**src/sld_pkg.sv**
```systemverilog
// Shared constants and types of the status lamp driver
package sld_pkg;

    // ************************************************************
    // Clock and blink timing
    // ************************************************************
    localparam int unsigned CLK_HZ          = 125_000_000;
    localparam int unsigned FAST_HALF_MS    = 250;
    localparam int unsigned FAST_HALF_CYC   = (CLK_HZ / 1000) * FAST_HALF_MS;
    localparam int unsigned SLOW_PER_FAST   = 4;
    localparam int unsigned SLOW_CNT_W      = 2;

    // ************************************************************
    // Register map, byte addresses
    // ************************************************************
    localparam int unsigned ADDR_W          = 8;
    localparam logic [7:0]  OFF_CTRL        = 8'h00;
    localparam logic [7:0]  OFF_DIVIDER     = 8'h04;
    localparam logic [7:0]  OFF_STATUS      = 8'h08;
    localparam logic [7:0]  OFF_IRQ_STATUS  = 8'h0c;
    localparam logic [7:0]  OFF_IRQ_CLEAR   = 8'h10;
    localparam logic [7:0]  OFF_IRQ_ENABLE  = 8'h14;

    // ************************************************************
    // Field positions
    // ************************************************************
    localparam int unsigned CTRL_IDENT_BIT  = 0;
    localparam int unsigned CTRL_ACK_BIT    = 1;
    localparam int unsigned ST_READY_LSB    = 0;
    localparam int unsigned ST_ENC_BIT      = 2;
    localparam int unsigned ST_FAULT_BIT    = 3;
    localparam int unsigned ST_DONE_BIT     = 4;
    localparam int unsigned ST_SUPPLY_BIT   = 5;
    localparam int unsigned ST_IDENT_BIT    = 6;
    localparam int unsigned IRQ_W           = 3;
    localparam int unsigned IRQ_FAULT_BIT   = 0;
    localparam int unsigned IRQ_DONE_BIT    = 1;
    localparam int unsigned IRQ_SUPPLY_BIT  = 2;
    localparam logic [31:0] ZERO_WORD       = 32'h0000_0000;

    // ************************************************************
    // Lamp colours: two LEDs, orange is both lit
    // ************************************************************
    typedef enum logic [1:0] {
        LAMP_OFF,
        LAMP_GREEN,
        LAMP_ORANGE,
        LAMP_RED
    } sld_colour_e;

endpackage

```
**src/sld_blink_if.sv**
```systemverilog
// Carrier between the lamp logic and the blink divider
interface sld_blink_if;
    logic [31:0] half_period;
    logic        tick;
    logic        phase_fast;
    logic        phase_slow;

    modport div (
        input  half_period,
        output tick,
        output phase_fast,
        output phase_slow
    );

    modport user (
        output half_period,
        input  tick,
        input  phase_fast,
        input  phase_slow
    );
endinterface

```
**src/sld_blink_div.sv**
```systemverilog
// Programmable divider making the fast and slow blink phases
module sld_blink_div (
    // Clock and reset
    input  wire logic  pclk,
    input  wire logic  presetn,
    // Divider link
    sld_blink_if.div   blk
);

    logic [31:0]                    cnt;
    logic [sld_pkg::SLOW_CNT_W-1:0] slow_cnt;
    logic [31:0]                    limit;

    // A zero setting would stall the counter, treat it as one
    assign limit = (blk.half_period == sld_pkg::ZERO_WORD) ? 32'h0000_0001 : blk.half_period;

    // ************************************************************
    // Fast half period counter
    // ************************************************************
    always_ff @(posedge pclk or negedge presetn) begin
        if (!presetn) begin
            cnt      <= 32'h0000_0000;
            blk.tick <= 1'b0;
        end else if (cnt >= limit - 32'h0000_0001) begin
            cnt      <= 32'h0000_0000;
            blk.tick <= 1'b1;
        end else begin
            cnt      <= cnt + 32'h0000_0001;
            blk.tick <= 1'b0;
        end
    end

    // ************************************************************
    // Phases: slow half period is four fast ones
    // ************************************************************
    always_ff @(posedge pclk or negedge presetn) begin
        if (!presetn) begin
            blk.phase_fast <= 1'b0;
            blk.phase_slow <= 1'b0;
            slow_cnt       <= 2'h0;
        end else if (blk.tick) begin
            blk.phase_fast <= ~blk.phase_fast;
            slow_cnt       <= slow_cnt + 2'h1;
            if (slow_cnt == sld_pkg::SLOW_CNT_W'(sld_pkg::SLOW_PER_FAST - 1)) begin
                blk.phase_slow <= ~blk.phase_slow;
            end
        end
    end

endmodule

```
**src/sld_status_led.sv**
```systemverilog
// Status lamp driver: ready lamp, encoder supply lamp, APB registers
//
// Chosen here: the APB interface to the registers and the address map.
module sld_status_led #(
    parameter logic [31:0] FAST_HALF_CYC = 32'(sld_pkg::FAST_HALF_CYC)
) (
    // Clock and reset
    input  wire logic        pclk,
    input  wire logic        presetn,
    // APB slave
    input  wire logic        psel,
    input  wire logic        penable,
    input  wire logic        pwrite,
    input  wire logic [7:0]  paddr,
    input  wire logic [31:0] pwdata,
    output logic [31:0]      prdata,
    output logic             pready,
    output logic             pslverr,
    // Status from pins
    input  wire logic        supply_ok_pin,
    input  wire logic        enc_above_5v_pin,
    // Status from module logic
    input  wire logic        link_cyclic,
    input  wire logic        link_establishing,
    input  wire logic        fault_present,
    input  wire logic        fw_downloading,
    input  wire logic        fw_download_done,
    // Lamps
    output logic             ready_green,
    output logic             ready_red,
    output logic             enc_lamp_orange,
    // Interrupt
    output logic             irq
);

    // ************************************************************
    // Declarations
    // ************************************************************
    logic [2:0]                   supply_sync;
    logic [2:0]                   enc_sync;
    logic                         supply_ok;
    logic                         enc_above_5v;
    logic                         fault_latched;
    logic                         done_latched;
    logic                         identify_blink_request;
    logic                         ident_req_q;
    logic                         ident_red_pair;
    logic                         fault_ack;
    logic [31:0]                  divider;
    logic [sld_pkg::IRQ_W-1:0]    irq_status;
    logic [sld_pkg::IRQ_W-1:0]    irq_enable;
    logic [sld_pkg::IRQ_W-1:0]    irq_event;
    logic                         supply_ok_q;
    logic                         done_q;
    sld_pkg::sld_colour_e         base_colour;
    sld_pkg::sld_colour_e         next_colour;
    logic                         wr_en;
    logic                         rd_setup;
    logic [31:0]                  rd_word;
    logic                         addr_ok;

    sld_blink_if blk ();

    // ************************************************************
    // Address decode, used for read, write and error
    // ************************************************************
    function automatic logic is_reg(input logic [7:0] a, input logic [7:0] off);
        is_reg = (a == off);
    endfunction

    assign addr_ok = is_reg(paddr, sld_pkg::OFF_CTRL) | is_reg(paddr, sld_pkg::OFF_DIVIDER)
                   | is_reg(paddr, sld_pkg::OFF_STATUS) | is_reg(paddr, sld_pkg::OFF_IRQ_STATUS)
                   | is_reg(paddr, sld_pkg::OFF_IRQ_CLEAR)
                   | is_reg(paddr, sld_pkg::OFF_IRQ_ENABLE);

    // ************************************************************
    // Pin synchronisers: level accepted when stages two and three agree
    // ************************************************************
    always_ff @(posedge pclk or negedge presetn) begin
        if (!presetn) begin
            supply_sync <= 3'h0;
            enc_sync    <= 3'h0;
        end else begin
            supply_sync <= {supply_sync[1:0], supply_ok_pin};
            enc_sync    <= {enc_sync[1:0], enc_above_5v_pin};
        end
    end

    always_ff @(posedge pclk or negedge presetn) begin
        if (!presetn) begin
            supply_ok    <= 1'b0;
            enc_above_5v <= 1'b0;
        end else begin
            if (supply_sync[1] == supply_sync[2]) begin
                supply_ok <= supply_sync[2];
            end
            if (enc_sync[1] == enc_sync[2]) begin
                enc_above_5v <= enc_sync[2];
            end
        end
    end

    // ************************************************************
    // Fault and download latches
    // ************************************************************
    always_ff @(posedge pclk or negedge presetn) begin
        if (!presetn) begin
            fault_latched <= 1'b0;
        end else if (fault_present) begin
            fault_latched <= 1'b1;
        end else if (fault_ack) begin
            fault_latched <= 1'b0;
        end
    end

    // Only a reset, i.e. a power cycle, ends the post download state
    always_ff @(posedge pclk or negedge presetn) begin
        if (!presetn) begin
            done_latched <= 1'b0;
        end else if (fw_download_done) begin
            done_latched <= 1'b1;
        end
    end

    // ************************************************************
    // Ready lamp colour without identification
    // ************************************************************
    always_comb begin
        if (!supply_ok) begin
            base_colour = sld_pkg::LAMP_OFF;
        end else if (fw_downloading) begin
            base_colour = blk.phase_slow ? sld_pkg::LAMP_RED : sld_pkg::LAMP_GREEN;
        end else if (done_latched) begin
            base_colour = blk.phase_fast ? sld_pkg::LAMP_RED : sld_pkg::LAMP_GREEN;
        end else if (fault_latched) begin
            base_colour = sld_pkg::LAMP_RED;
        end else if (link_cyclic) begin
            base_colour = sld_pkg::LAMP_GREEN;
        end else if (link_establishing) begin
            base_colour = sld_pkg::LAMP_ORANGE;
        end else begin
            base_colour = sld_pkg::LAMP_OFF;
        end
    end

    // ************************************************************
    // Identification: pair chosen at the rising edge of the request
    // ************************************************************
    always_ff @(posedge pclk or negedge presetn) begin
        if (!presetn) begin
            ident_req_q    <= 1'b0;
            ident_red_pair <= 1'b0;
        end else begin
            ident_req_q <= identify_blink_request;
            if (identify_blink_request && !ident_req_q) begin
                ident_red_pair <= (base_colour == sld_pkg::LAMP_RED);
            end
        end
    end

    // Final colour: no supply first, then identification
    always_comb begin
        if (!supply_ok) begin
            next_colour = sld_pkg::LAMP_OFF;
        end else if (identify_blink_request && ident_req_q) begin
            if (blk.phase_fast) begin
                next_colour = sld_pkg::LAMP_ORANGE;
            end else if (ident_red_pair) begin
                next_colour = sld_pkg::LAMP_RED;
            end else begin
                next_colour = sld_pkg::LAMP_GREEN;
            end
        end else begin
            next_colour = base_colour;
        end
    end

    // ************************************************************
    // Lamp outputs
    // ************************************************************
    always_ff @(posedge pclk or negedge presetn) begin
        if (!presetn) begin
            ready_green <= 1'b0;
            ready_red   <= 1'b0;
        end else begin
            case (next_colour)
                sld_pkg::LAMP_GREEN: begin
                    ready_green <= 1'b1;
                    ready_red   <= 1'b0;
                end
                sld_pkg::LAMP_ORANGE: begin
                    ready_green <= 1'b1;
                    ready_red   <= 1'b1;
                end
                sld_pkg::LAMP_RED: begin
                    ready_green <= 1'b0;
                    ready_red   <= 1'b1;
                end
                default: begin
                    ready_green <= 1'b0;
                    ready_red   <= 1'b0;
                end
            endcase
        end
    end

    always_ff @(posedge pclk or negedge presetn) begin
        if (!presetn) begin
            enc_lamp_orange <= 1'b0;
        end else begin
            enc_lamp_orange <= supply_ok && enc_above_5v;
        end
    end

    // ************************************************************
    // Blink divider
    // ************************************************************
    assign blk.half_period = divider;

    sld_blink_div u_div (
        .pclk    (pclk),
        .presetn (presetn),
        .blk     (blk.div)
    );

    // ************************************************************
    // APB handshake and write side
    // ************************************************************
    assign pready   = 1'b1;
    assign pslverr  = psel && penable && !addr_ok;
    assign wr_en    = psel && penable && pwrite && addr_ok;
    assign rd_setup = psel && !penable && !pwrite;

    always_ff @(posedge pclk or negedge presetn) begin
        if (!presetn) begin
            identify_blink_request <= 1'b0;
            fault_ack              <= 1'b0;
        end else begin
            fault_ack <= 1'b0;
            if (wr_en && is_reg(paddr, sld_pkg::OFF_CTRL)) begin
                identify_blink_request <= pwdata[sld_pkg::CTRL_IDENT_BIT];
                fault_ack              <= pwdata[sld_pkg::CTRL_ACK_BIT];
            end
        end
    end

    always_ff @(posedge pclk or negedge presetn) begin
        if (!presetn) begin
            divider <= FAST_HALF_CYC;
        end else if (wr_en && is_reg(paddr, sld_pkg::OFF_DIVIDER)) begin
            divider <= pwdata;
        end
    end

    always_ff @(posedge pclk or negedge presetn) begin
        if (!presetn) begin
            irq_enable <= 3'h0;
        end else if (wr_en && is_reg(paddr, sld_pkg::OFF_IRQ_ENABLE)) begin
            irq_enable <= pwdata[sld_pkg::IRQ_W-1:0];
        end
    end

    // ************************************************************
    // Interrupt events: set wins over a clear in the same cycle
    // ************************************************************
    always_ff @(posedge pclk or negedge presetn) begin
        if (!presetn) begin
            supply_ok_q <= 1'b0;
            done_q      <= 1'b0;
        end else begin
            supply_ok_q <= supply_ok;
            done_q      <= done_latched;
        end
    end

    always_comb begin
        irq_event                         = 3'h0;
        irq_event[sld_pkg::IRQ_FAULT_BIT]  = fault_present && !fault_latched;
        irq_event[sld_pkg::IRQ_DONE_BIT]   = done_latched && !done_q;
        irq_event[sld_pkg::IRQ_SUPPLY_BIT] = supply_ok_q && !supply_ok;
    end

    always_ff @(posedge pclk or negedge presetn) begin
        if (!presetn) begin
            irq_status <= 3'h0;
        end else if (wr_en && is_reg(paddr, sld_pkg::OFF_IRQ_CLEAR)) begin
            irq_status <= (irq_status & ~pwdata[sld_pkg::IRQ_W-1:0]) | irq_event;
        end else begin
            irq_status <= irq_status | irq_event;
        end
    end

    always_ff @(posedge pclk or negedge presetn) begin
        if (!presetn) begin
            irq <= 1'b0;
        end else begin
            irq <= |(irq_status & irq_enable);
        end
    end

    // ************************************************************
    // Read data, captured in the setup cycle
    // ************************************************************
    always_comb begin
        rd_word = sld_pkg::ZERO_WORD;
        if (is_reg(paddr, sld_pkg::OFF_CTRL)) begin
            rd_word[sld_pkg::CTRL_IDENT_BIT] = identify_blink_request;
        end else if (is_reg(paddr, sld_pkg::OFF_DIVIDER)) begin
            rd_word = divider;
        end else if (is_reg(paddr, sld_pkg::OFF_STATUS)) begin
            rd_word[sld_pkg::ST_READY_LSB +: 2] = next_colour;
            rd_word[sld_pkg::ST_ENC_BIT]        = enc_lamp_orange;
            rd_word[sld_pkg::ST_FAULT_BIT]      = fault_latched;
            rd_word[sld_pkg::ST_DONE_BIT]       = done_latched;
            rd_word[sld_pkg::ST_SUPPLY_BIT]     = supply_ok;
            rd_word[sld_pkg::ST_IDENT_BIT]      = identify_blink_request;
        end else if (is_reg(paddr, sld_pkg::OFF_IRQ_STATUS)) begin
            rd_word[sld_pkg::IRQ_W-1:0] = irq_status;
        end else if (is_reg(paddr, sld_pkg::OFF_IRQ_ENABLE)) begin
            rd_word[sld_pkg::IRQ_W-1:0] = irq_enable;
        end
    end

    always_ff @(posedge pclk or negedge presetn) begin
        if (!presetn) begin
            prdata <= 32'h0000_0000;
        end else if (rd_setup) begin
            prdata <= rd_word;
        end
    end

endmodule

```
**config.mk**
```make
export PLATFORM = sky130hd
export DESIGN_NAME = sld_status_led
export DESIGN_NICKNAME = d
export VERILOG_FILES = /design/src/sld_pkg.sv /design/src/sld_blink_if.sv /design/src/sld_blink_div.sv /design/src/sld_status_led.sv
export SDC_FILE = /design/constraint.sdc
export NUM_CORES = 1
export LEC_CHECK = 0
export ABC_AREA = 0
export BUFFER_PORTS_ARGS = -buffer_cell sky130_fd_sc_hd__buf_2
export CORE_ASPECT_RATIO = 1.2
export CORE_MARGIN = 1.5
export CORE_UTILIZATION = 50
export CTS_CLUSTER_SIZE = 10
export DETAILED_ROUTE_END_ITERATION = 10
export PLACE_DENSITY = 0.82
export RECOVER_POWER = 100
export SYNTH_ARGS = -nofsm -noshare
export SYNTH_HDL_FRONTEND = slang
export SYNTH_SLANG_ARGS = --single-unit
```
**constraint.sdc**
```tcl
create_clock -name pclk -period 10.4 [get_ports pclk]
set_input_delay 0.52 -clock pclk [delete_from_list [all_inputs] [get_ports pclk]]
set_output_delay 0.52 -clock pclk [all_outputs]
set_load 0.02 [all_outputs]
```
=== Word-level counts from Yosys, hierarchy flattened ===
Index checks and enable logic that the tools add are counted.

* Add/subtract/negate cells: 3
* Order comparisons: 1
* Equal/unequal tests: 12
* Mux-type cells: 29
* Bitwise gates (word level): 12
* Reduce and logical (&&, ||, !) cells: 30

{| class="wikitable"
|+ Operator list
! kind !! count
|-
| $mux 32 || 2
|-
| $add 32x1->32 const B || 1
|-
| $ge 32x32->1 || 1
|-
| $logic_not 32->1 || 1
|-
| $sub 32x1->32 const B || 1
|-
| $mux 31 || 1
|-
| $mux 25 || 1
|-
| $mux 2 || 12
|-
| $eq 8x4->1 const B || 2
|-
| $eq 8x5->1 const B || 2
|-
| $logic_and 1x1->1 || 16
|-
| $mux 3 || 4
|-
| $eq 2x2->1 const B || 4
|-
| $eq 8x3->1 const B || 1
|-
| $logic_not 8->1 || 1
|-
| $logic_not 1->1 || 7
|-
| $mux 1 || 7
|-
| $mux 7 || 1
|-
| $and 3x3->3 || 2
|-
| $or 3x3->3 || 2
|-
| $or 1x1->1 || 5
|-
| $mux 4 || 1
|-
| $reduce_or 2->1 || 2
|-
| $not 3->3 || 1
|-
| other kinds (7) || 9
|}

* Flip-flop bits (word level): 127
* Input bits: 52
* Output and inout port bits: 38
* Word-level logic and storage cells: 112

=== Longest topological paths before layout ===
Gate-level depths: netlist (run 1).

* Depth in word-level cells: 11
* Mapped depth: 19
* Mapped depth without buffers: 17

=== Cells and area by module ===
Synthesis (run 1) repeated with hierarchy kept, for this count alone.

* Cell total of the unflattened synthesis: 604
* Area total of the unflattened synthesis: 6,879.1 um^2

{| class="wikitable"
|+ By module, submodules not included
! module !! times used !! cells an instance !! area each (um^2) !! seq. area each (um^2)
|-
| sld_status_led || 1 || 262 || 3,713.6 || 2,268.4
|-
| sld_blink_div || 1 || 342 || 3,165.5 || 925.9
|}

=== Worst setup path before layout (run 1) ===
OpenSTA, ideal clock, no wires.

* Kind: register to register
* Start point: register divider[11] (netlist: blk.half_period[11])
* End point: register u_div.cnt[10]
* Setup time: 0.132 ns
* Data arrival time: 3.654 ns
* Required time: 10.268 ns
* Path slack: 6.614 ns
* Stages on the path, launching flop included: 18
* Path buffers: 1
* Period minus slack after synthesis: 3.786 ns
* Path through: dfrtp_1 or4_4 nor4_4 nand3_1 nor2_1 nor2_1 ha_1 nand4_4 nor2_1 nand3_1 xor2_1 ha_1 nand4_1 or3_1 nor3_1 a21o_1 clkbuf_1 nor2_1

* Word-level cells in the longest chain between the ends: 5

{| class="wikitable"
|+ RTL lines
! item !! line !! RTL
|-
| from (decl) || sld_status_led.sv:49 || <nowiki>logic [31:0] divider;</nowiki>
|-
| from (signal assigned) || sld_status_led.sv:251 || <nowiki>divider <= pwdata;</nowiki>
|-
| $logic_not 32->1 || sld_blink_div.sv:15 || <nowiki>assign limit = (blk.half_period == sld_pkg::ZERO_WORD) ? 32'h0000_0001 : blk.half_period;</nowiki>
|-
| $mux 32 (*) || sld_blink_div.sv:15 ||
|-
| $sub 32x1->32 (*) || sld_blink_div.sv:24 || <nowiki>end else if (cnt >= limit - 32'h0000_0001) begin</nowiki>
|-
| $ge 32x32->1 (*) || sld_blink_div.sv:24 ||
|-
| $mux 32 (*) || sld_blink_div.sv:24 ||
|-
| to (signal assigned) || sld_blink_div.sv:28 || <nowiki>cnt <= cnt + 32'h0000_0001;</nowiki>
|-
| to (decl) || sld_blink_div.sv:10 || <nowiki>logic [31:0] cnt;</nowiki>
|}

Every way passes the cells marked *; elsewhere a longest branch is shown, timed or not.
A chain may end at the register's enable or synchronous reset.

==> results.json, run 1 <==
{
  "synth_top_area_share_pct": 43.8,
  "rsz0062_at_grt": "false",
  "grt_remaining_overflow": 0,
  "drv_slew": 163,
  "clk_pin_slew_worst_paths_ns": 0.06,
  "grt_pass1_vias": 5331,
  "cts_buffers": 17,
  "antenna_found_initial": 0,
  "h-tree-depth": 4,
  "vdd.ir_drop.worst_v": 0.000110,
  "insertion_delay_ns": 0.42,
  "syn2layout_area_growth_pct": 17.3,
  "fin_tns_setup_ns": 0,
  "grt_usage_pct": 24.7,
  "multi_input_area_sq_um": 3150,
  "hold_viol": 0,
  "cp_max_fo": 83,
  "max_stage_delay_ns": 3.13,
  "fin_crit_sh_pct": 56.4,
  "start_util_pct": 51.4,
  "post-route-drc-count": 0,
  "status": "complete, but fails checks",
  "fp.dieW_microns": 107,
  "yosys.area.top_type": "dfrtp_1",
  "synth-edff-count": 0,
  "worst-setup-path-type": "primary input to async pin",
  "post-cts-setup-buffers": 0,
  "dpl.cell_count": 834,
  "cap_viol_max_count": 3,
  "synth.avg_cell_area_sq_um": 10.9,
  "n_fill_cell": 990,
  "yosys-top-cells-area": "dfrtp_1, ha_1, mux2_2",
  "grt_pass1_wl_microns": 26000,
  "dr.first_iter.drc_count": 308,
  "post_cts_resized": 0,
  "rr_endpoint": "u_div.cnt[28]$_DFF_PN0_",
  "cp_data_arrival_time_ns": 5.37,
  "end_kind": "async pin",
  "instances_no_fill": 866,
  "cts_tree": "built",
  "finalNetCount": 776,
  "diodes": 0,
  "min-delay-path-class": "primary input to flop",
  "critPathMostFrequentCell": "clkbuf_1",
  "vias": 5089,
  "cts_buffer_depth": 2,
  "ys_seq_area_share_pct": 49.1,
  "place.gp.congestion": 0.951,
  "synth_area_sq_um": 6510,
  "cts-root-buf": "clkbuf_16",
  "netlist_instances": 595,
  "crit-reg2reg-launch": "blk.half_period[5]$_DFFE_PN0P_",
  "crit_required_ns": 9.91,
  "synthTopCellsByCount": "dfrtp_1, nor2_1, nand2_1",
  "hold_buffers": 0,
  "wl_per_cell_microns": 18.6,
  "io_buffers": 88,
  "place_hpwl_microns": 11400,
  "cp-endpoint": "u_div.cnt[27]$_DFF_PN0_",
  "dieArea_sq_um": 13700,
  "num_io_pins": 90,
  "fp.coreArea_sq_um": 12700,
  "hp-start": "supply_ok_pin",
  "crit_buf_inv": 2,
  "via_per_inst": 5.88,
  "synth-async-reset-ratio_pct": 100,
  "setup_viol": 0,
  "numClockSinks": 127,
  "reg2regPathDepth": 16,
  "cp.depth": 2,
  "synth.most_common_cell": "dfrtp_1",
  "final.setup_skew_ns": 0.00641,
  "power_density_nw_per_um2": 186,
  "worst_pin_slew_ns": 4.32,
  "synth.ff_latch_count": 127,
  "grt_max_degree": 84,
  "drive_gt1_share_pct": 21.1,
  "rrSetupSlack_ns": 5.34,
  "final_antenna_net_count": 0,
  "max_freq_ghz": 0.171,
  "startpoint": "presetn",
  "critPathTopFamily": "buffers and inverters",
  "routed_wl_microns": 16100,
  "leakagePower_nw": 3.60,
  "dr.pass1.iters": 5,
  "rows": 45,
  "seq_area_sq_um": 3190,
  "synth_cell_types": 62,
  "crit_slowest_cell": "clkbuf_1",
  "synth_nets": 682,
  "period_minus_slack_ns": 5.86,
  "slew_headroom_pct": -188,
  "holdWs_ns": 0.206,
  "ys.flop_type": "dfrtp_1",
  "cp_cell_sequence": "clkbuf_1, clkbuf_1",
  "fp.dieH_microns": 128,
  "setup.worst_path.start_class": "primary input",
  "ys.warnings.count": 0,
  "violations": "capacitance limit, slew limit"
}
==> metal layers <==
metal / share of wire [%] / global-route usage [%] / wire length, microns / up-vias
met2: 51 / 41.8 / 8200 / 196
met3: 5.6 / 5.13 / 895 / 52
li1: - / - / - / 2312
met4: 3.6 / 12.2 / 585 / 0
met1: 40 / 29.8 / 6430 / 2529
met5: 0 / 0 / 0 / -
==> registers in the layout (all words and copies together) (netlist names), 2 cells and up <==
| register | count |
|---|---|
| supply_sync | 3 |
| u_div.slow_cnt | 2 |
| irq_enable | 3 |
| prdata | 32 |
| enc_sync | 3 |
| blk.half_period | 32 |
| irq_status | 3 |
| u_div.cnt | 32 |
==> logic make-up (layout without fill, tap and decap cells) <==
| logic type | after synthesis | after routing | share of synthesized area (%) |
|---|---|---|---|
| fa+ha+maj | 37 | 37 | 7.04 |
| flops | 127 | 127 | 49.1 |
| compound gates | 87 | 87 | 9.59 |
| simple gates | 209 | 209 | 17.1 |
| other cells | 1 | 1 | 0.0576 |
| mux | 40 | 40 | 6.86 |
| buf+inv | 34 | 141 | 2.25 |
| xor+xnor | 60 | 60 | 8.07 |
==> area by class of cell <==
| class | count | share of cell area, % |
|---|---|---|
| sequential | 127 | 41.8 |
| multi-input combinational | 434 | 41.2 |
| clock buffer | 17 | 5.57 |
| timing repair buffer | 92 | 5.39 |
| tap | 164 | 2.69 |
| clock inverter | 15 | 2.43 |
| inverter | 17 | 0.836 |
==> power breakdown <==
| part | switching, mW | internal (mW) | leakage (nW) | total (mW) |
|---|---|---|---|---|
| Combinational | 0.146 | 0.108 | 1.65 | 0.255 |
| Sequential | 0.0346 | 0.525 | 1.66 | 0.559 |
| Clock | 0.228 | 0.380 | 0.295 | 0.608 |
| Total | 0.410 | 1.01 | 3.60 | 1.42 |
==> cell usage in the layout (no fill, tap or decap), drive strengths merged, types with 3 or more instances in the layout <==
cell type,Yosys,final
dfrtp,114,114
nor2,63,63
clkbuf,9,58
buf,8,51
nand2,48,48
mux2,37,37
xnor2,35,35
ha,35,35
a22o,29,29
xor2,25,25
inv,17,21
nor3,20,20
o21ai,17,17
a21oi,14,14
nand3,14,14
dfstp,13,13
nand4,11,11
nor4,11,11
or3,7,7
and3,6,6
clkinv,0,6
nand2b,5,5
and4,5,5
nor2b,5,5
and2,5,5
nand3b,4,4
a22oi,4,4
a21o,3,3
a211oi,3,3
mux2i,3,3
bufinv,0,3
or4,3,3
==> metrics by stage <==
step / utilization (%) / power, mW / instance area (sq um) / worst slack (ns)
finish: 60.3 / 1.42 / 7630 / 4.54
global route: 60.3 / 1.48 / 7630 / 3.29
CTS: 61.0 / 1.43 / 7720 / 5.62
detailed placement: 56.1 / 0.819 / 7110 / 5.69
global placement: 56.1 / 0.801 / 7110 / 5.91
floorplan: - / 0.736 / 6510 / 6.61
==> worst min-delay path by stage <==
stage	to	slack [ns]	cells after the start
3_3_place_gp	enc_sync[1]$_DFF_PN0_	0.34	0
5_1_grt	enc_sync[0]$_DFF_PN0_	0.19	1
6_report	supply_sync[0]$_DFF_PN0_	0.21	1
3_5_place_dp	supply_sync[1]$_DFF_PN0_	0.34	0
2_1_floorplan	blk.half_period[0]$_DFFE_PN0P_	0.22	0
4_1_cts	blk.half_period[29]$_DFFE_PN0P_	0.11	1
No activity file was read; power rests on OpenSTA's default activity.
==> inputs of run 2 (changes only) <==
clock period = 5.4 ns   (was 10.4 ns; I/O delays follow)
==> results.json, run 2 (synthesized netlist as in run 1, its figures left out) <==
{
  "status": "complete, but fails checks",
  "violations": "capacitance limit, slew limit",
  "start_util_pct": 51.4,
  "grt_max_degree": 86,
  "antenna_found_initial": 0,
  "finalNetCount": 779,
  "final_cell_mix": "dfrtp_1, nor2_1, buf_2, nand2_1, clkbuf_1",
  "period_minus_slack_ns": 4.48,
  "dieArea_sq_um": 13700,
  "num_io_pins": 90,
  "place_hpwl_microns": 11300,
  "fin_crit_sh_pct": 83.0,
  "cts_buffers": 17,
  "dr.pass1.iters": 5,
  "rows": 45,
  "grt_pass1_vias": 5240,
  "final_antenna_net_count": 0,
  "via_per_inst": 5.77,
  "fp.dieW_microns": 107,
  "instances_no_fill": 869,
  "syn2layout_area_growth_pct": 16.9,
  "diodes": 0,
  "fp.coreArea_sq_um": 12700,
  "numClockSinks": 127,
  "final.setup_skew_ns": 0.00787,
  "crit_slowest_cell": "nor4_1",
  "insertion_delay_ns": 0.42,
  "post-cts-setup-buffers": 0,
  "cp_data_arrival_time_ns": 4.77,
  "dr.first_iter.drc_count": 327,
  "drv_slew": 157,
  "grt_pass1_wl_microns": 26000,
  "cp_cell_sequence": "nor4_1, and3_1, nand3_1, nor2_1, nor2_1, ha_1, nand4_1, nor2_1, nand3_1, xor2_1, ha_1, nand4_1, or3_1, nor3_1, a21o_1, buf_4, nor2_1",
  "drive_gt1_share_pct": 21.1,
  "vias": 5012,
  "dpl.cell_count": 835,
  "wl_per_cell_microns": 18.1,
  "end_kind": "flop",
  "leakagePower_nw": 3.59,
  "cts_tree": "built",
  "placed_cell_area_sq_um": 7120,
  "cts_buffer_depth": 2,
  "max_freq_ghz": 0.223,
  "worst_pin_slew_ns": 4.37,
  "h-tree-depth": 4,
  "min-delay-path-class": "primary input to flop",
  "critPathMostFrequentCell": "nor2_1",
  "fin_tns_setup_ns": 0,
  "cp_max_fo": 33,
  "max_stage_delay_ns": 0.70,
  "post-route-drc-count": 0,
  "cap_viol_max_count": 3,
  "clk_pin_slew_worst_paths_ns": 0.06,
  "place.gp.congestion": 0.946,
  "slew_headroom_pct": -191,
  "cts-root-buf": "clkbuf_16",
  "vdd.ir_drop.worst_v": 0.000224,
  "io_buffers": 88,
  "fp.dieH_microns": 128,
  "grt_remaining_overflow": 0,
  "setup.worst_path.start_class": "flop",
  "rsz0062_at_grt": "false",
  "design_area_sq_um": 7610,
  "grt_usage_pct": 24.6,
  "crit_required_ns": 5.68,
  "setup_viol": 0,
  "worst-setup-path-type": "flop to flop",
  "routed_wl_microns": 15700,
  "mostFrequentLayoutCell": "dfrtp_1",
  "power_density_nw_per_um2": 344,
  "hold_viol": 0
}
## run 2: changes by cell type in the layout (fill, tap and decap cells not counted), sizes merged
cell         delta
clkbuf          +4
bufinv          -3
clkinvlp        +2
dlygate4sd3     +2
inv             -2
buf             +1
clkinv          -1
## run 2: routing by layer
layer  vias up  global-route usage, %  wire, microns
met2       168                   41.0           8000
met5         -                      0              0
li1       2318                      -              -
met3        40                   4.32            688
met4         0                   12.0            472
met1      2486                   31.0           6530
## run 2: where the power goes
part / switching [mW] / leakage (nW) / internal (mW)
clock network: 0.427 / 0.262 / 0.625
logic: 0.278 / 1.67 / 0.209
registers: 0.0648 / 1.66 / 1.01
total: 0.769 / 3.59 / 1.85
## run 2: stage by stage
stage	total power, mW	utilization (%)	hold WS (ns)	setup WS, ns
global placement	1.54	56.2	0.334	1.35
detailed placement	1.57	56.2	0.343	1.20
finish	2.61	60.0	0.0445	0.918
floorplan	1.42	-	-0.0256	1.61
CTS	2.63	60.7	0.0382	1.17
global route	2.74	60.0	0.0477	0.540
## run 2: cell type report
| class | count | area [sq um] |
|---|---|---|
| Inverter | 17 | 63.8 |
| Multi-Input combinational cell | 434 | 3150 |
| Timing Repair Buffer | 95 | 439 |
| Clock inverter | 11 | 83.8 |
| Sequential cell | 127 | 3190 |
| Tap cell | 164 | 205 |
| Clock buffer | 21 | 470 |
| Fill cell | 1010 | 5060 |
## run 2: critical path: cells and delay by family, from the launching register on
| kind | cells | cell delay [ns] |
|---|---|---|
| xor+xnor | 1 | 0.07 |
| buf+inv | 1 | 0.31 |
| compound gates | 1 | 0.14 |
| fa+ha+maj | 2 | 0.57 |
| simple gates | 12 | 2.83 |
| flops | 1 | 0.43 |
## run 2: what timing repair did
item / CTS / global route
hold buffers: 2 / 0
gates resized for setup: 0 / 0
hold endpoints to repair: 2 / 0
## run 2: path summary, 6_finish.rpt
path	cells past startpoint	endpoint	startpoint	slack, ns
setup / recovery	17	u_div.cnt[10]$_DFF_PN0_	blk.half_period[5]$_DFFE_PN0P_	0.92
hold / removal	2	done_latched$_DFFE_PN0P_	fw_download_done	0.04
setup reg to reg	17	u_div.cnt[10]$_DFF_PN0_	blk.half_period[5]$_DFFE_PN0P_	0.92
hold reg to reg	0	enc_sync[1]$_DFF_PN0_	enc_sync[0]$_DFF_PN0_	0.35
max in group asynchronous	1	prdata[12]$_DFFE_PN0P_	presetn	1.56
min in group asynchronous	1	prdata[29]$_DFFE_PN0P_	presetn	1.40
==> inputs of run 3 (changes only) <==
clock period = 4.7 ns   (was 5.4 ns; I/O delays follow)
==> results.json, run 3 (synthesized netlist as in run 1, its figures left out) <==
{
  "numClockSinks": 127,
  "rsz0062_at_grt": "false",
  "finalNetCount": 780,
  "fp.dieW_microns": 107,
  "hp-start": "fw_download_done",
  "holdPathEnd": "done_latched$_DFFE_PN0P_",
  "clk_pin_slew_worst_paths_ns": 0.06,
  "setup_slack_ns": 0.450,
  "met1_usage_pct": 31.0,
  "min_path_cells": 2,
  "fp.dieH_microns": 128,
  "cp_cell_sequence": "or4_1, nor4_4, nand3_1, nor2_1, nor2_1, ha_1, nand2_1, xor2_1, ha_1, a41oi_1, o21ai_0, a211oi_1, o21ai_0, a21o_1, buf_4, nor2_1",
  "place.gp.congestion": 0.935,
  "reg2regPathDepth": 16,
  "grt_pass1_wl_microns": 26200,
  "crit_buf_inv": 1,
  "status": "complete, but fails checks",
  "post-cts-setup-buffers": 0,
  "final_antenna_net_count": 0,
  "setup.worst_path.start_class": "flop",
  "cts_buffers": 17,
  "final.setup_skew_ns": 0.0103,
  "grt_usage_pct": 24.9,
  "final_cell_mix": "dfrtp_1, nor2_1, buf_2, nand2_1, clkbuf_1",
  "cap_viol_max_count": 2,
  "worst-setup-path-type": "flop to flop",
  "fp.coreArea_sq_um": 12700,
  "worst_pin_slew_ns": 2.14,
  "cp_data_arrival_time_ns": 4.58,
  "num_io_pins": 90,
  "max_stage_delay_ns": 0.62,
  "min-delay-path-class": "primary input to flop",
  "crit-reg2reg-launch": "blk.half_period[11]$_DFFE_PN0P_",
  "grt_busiest_layer": "met2",
  "dieArea_sq_um": 13700,
  "post-route-drc-count": 0,
  "cts_buffer_depth": 2,
  "setup_viol": 0,
  "h-tree-depth": 4,
  "grt_util_met3_pct": 5.69,
  "critPathMostFrequentCell": "nor2_1",
  "leakagePower_nw": 3.62,
  "cts_tree": "built",
  "antenna_found_initial": 0,
  "grt_pass1_vias": 5304,
  "mostFrequentLayoutCell": "dfrtp_1",
  "drive_gt1_share_pct": 21.7,
  "syn2layout_area_growth_pct": 17.6,
  "diodes": 0,
  "rr_endpoint": "u_div.cnt[3]$_DFF_PN0_",
  "violations": "capacitance limit, slew limit",
  "crit_slowest_cell": "or4_1",
  "slew_headroom_pct": -42.8,
  "crit_required_ns": 5.03,
  "dr.pass1.iters": 5,
  "start_util_pct": 51.4,
  "routed_wl_microns": 15900,
  "vdd.ir_drop.worst_v": 0.000271,
  "dr.first_iter.drc_count": 341,
  "pre_cts_slack_ns": 0.569,
  "fin_tns_setup_ns": 0,
  "wl_per_cell_microns": 18.3,
  "max_freq_ghz": 0.235,
  "io_buffers": 88,
  "met2_usage_pct": 40.9,
  "end_kind": "flop",
  "fin_crit_sh_pct": 90.4,
  "vias": 5027,
  "hold_viol": 0,
  "grt_remaining_overflow": 0,
  "post_cts_resized": 0,
  "critPathTopFamily": "simple AND/OR/NAND/NOR gates",
  "drv_slew": 130,
  "cp_max_fo": 33,
  "rows": 45,
  "rrSetupSlack_ns": 0.45,
  "via_per_inst": 5.78,
  "power_density_nw_per_um2": 402,
  "place_hpwl_microns": 11500,
  "grt_max_degree": 90,
  "insertion_delay_ns": 0.41,
  "cts-root-buf": "clkbuf_16",
  "period_minus_slack_ns": 4.25
}
-- run 3: final cells by class --
| cell class | instances | area [sq um] |
|---|---|---|
| Sequential cell | 127 | 3190 |
| Inverter | 17 | 63.8 |
| Timing Repair Buffer | 96 | 448 |
| Fill cell | 996 | 5010 |
| Tap cell | 164 | 205 |
| Clock buffer | 18 | 439 |
| Multi-Input combinational cell | 434 | 3170 |
| Clock inverter | 14 | 135 |
-- run 3: per-layer routing --
| metal | part of all wire [%] | routed length [microns] |
|---|---|---|
| met1 | 41 | 6500 |
| met2 | 50 | 7950 |
| met3 | 5.5 | 878 |
| met4 | 3.6 | 566 |
| met5 | 0 | 0 |
-- run 3: worst max path at each step --
stage                               to                       startpoint  depth (start not counted)  slack (ns)
5_1_grt         u_div.cnt[4]$_DFF_PN0_  blk.half_period[11]$_DFFE_PN0P_                         17        0.09
4_1_cts        u_div.cnt[21]$_DFF_PN0_   blk.half_period[4]$_DFFE_PN1P_                         18        0.50
3_5_place_dp    u_div.cnt[3]$_DFF_PN0_  blk.half_period[17]$_DFFE_PN0P_                         17        0.57
6_report        u_div.cnt[3]$_DFF_PN0_  blk.half_period[11]$_DFFE_PN0P_                         16        0.45
2_1_floorplan  u_div.cnt[10]$_DFF_PN0_  blk.half_period[11]$_DFFE_PN0P_                         17        0.91
3_3_place_gp    u_div.cnt[8]$_DFF_PN0_  blk.half_period[17]$_DFFE_PN0P_                         17        0.70
-- run 3: through the flow --
stage          cells  power (mW)  hold WS, ns  area (sq um)  utilization, %
2_1_floorplan    595        1.63      -0.0606          6510               -
3_3_place_gp     836        1.77        0.336          7130            56.3
3_5_place_dp     836        1.81        0.341          7130            56.3
4_1_cts          870        3.09      0.00439          7720            61.0
5_1_grt          870        3.22      0.00850          7660            60.4
6_report         870        3.08       0.0120          7660            60.4
-- run 3: where the power goes --
part           internal, mW  switching (mW)  leakage [nW]
sequential             1.16          0.0781          1.66
clock                 0.750           0.517         0.282
combinational         0.244           0.328          1.68
total                  2.16           0.923          3.62
-- run 3: repair_timing --
item | CTS | global route
hold buffers | 2 | 0
setup endpoints to repair | 0 | 0
hold endpoints to repair | 2 | 0
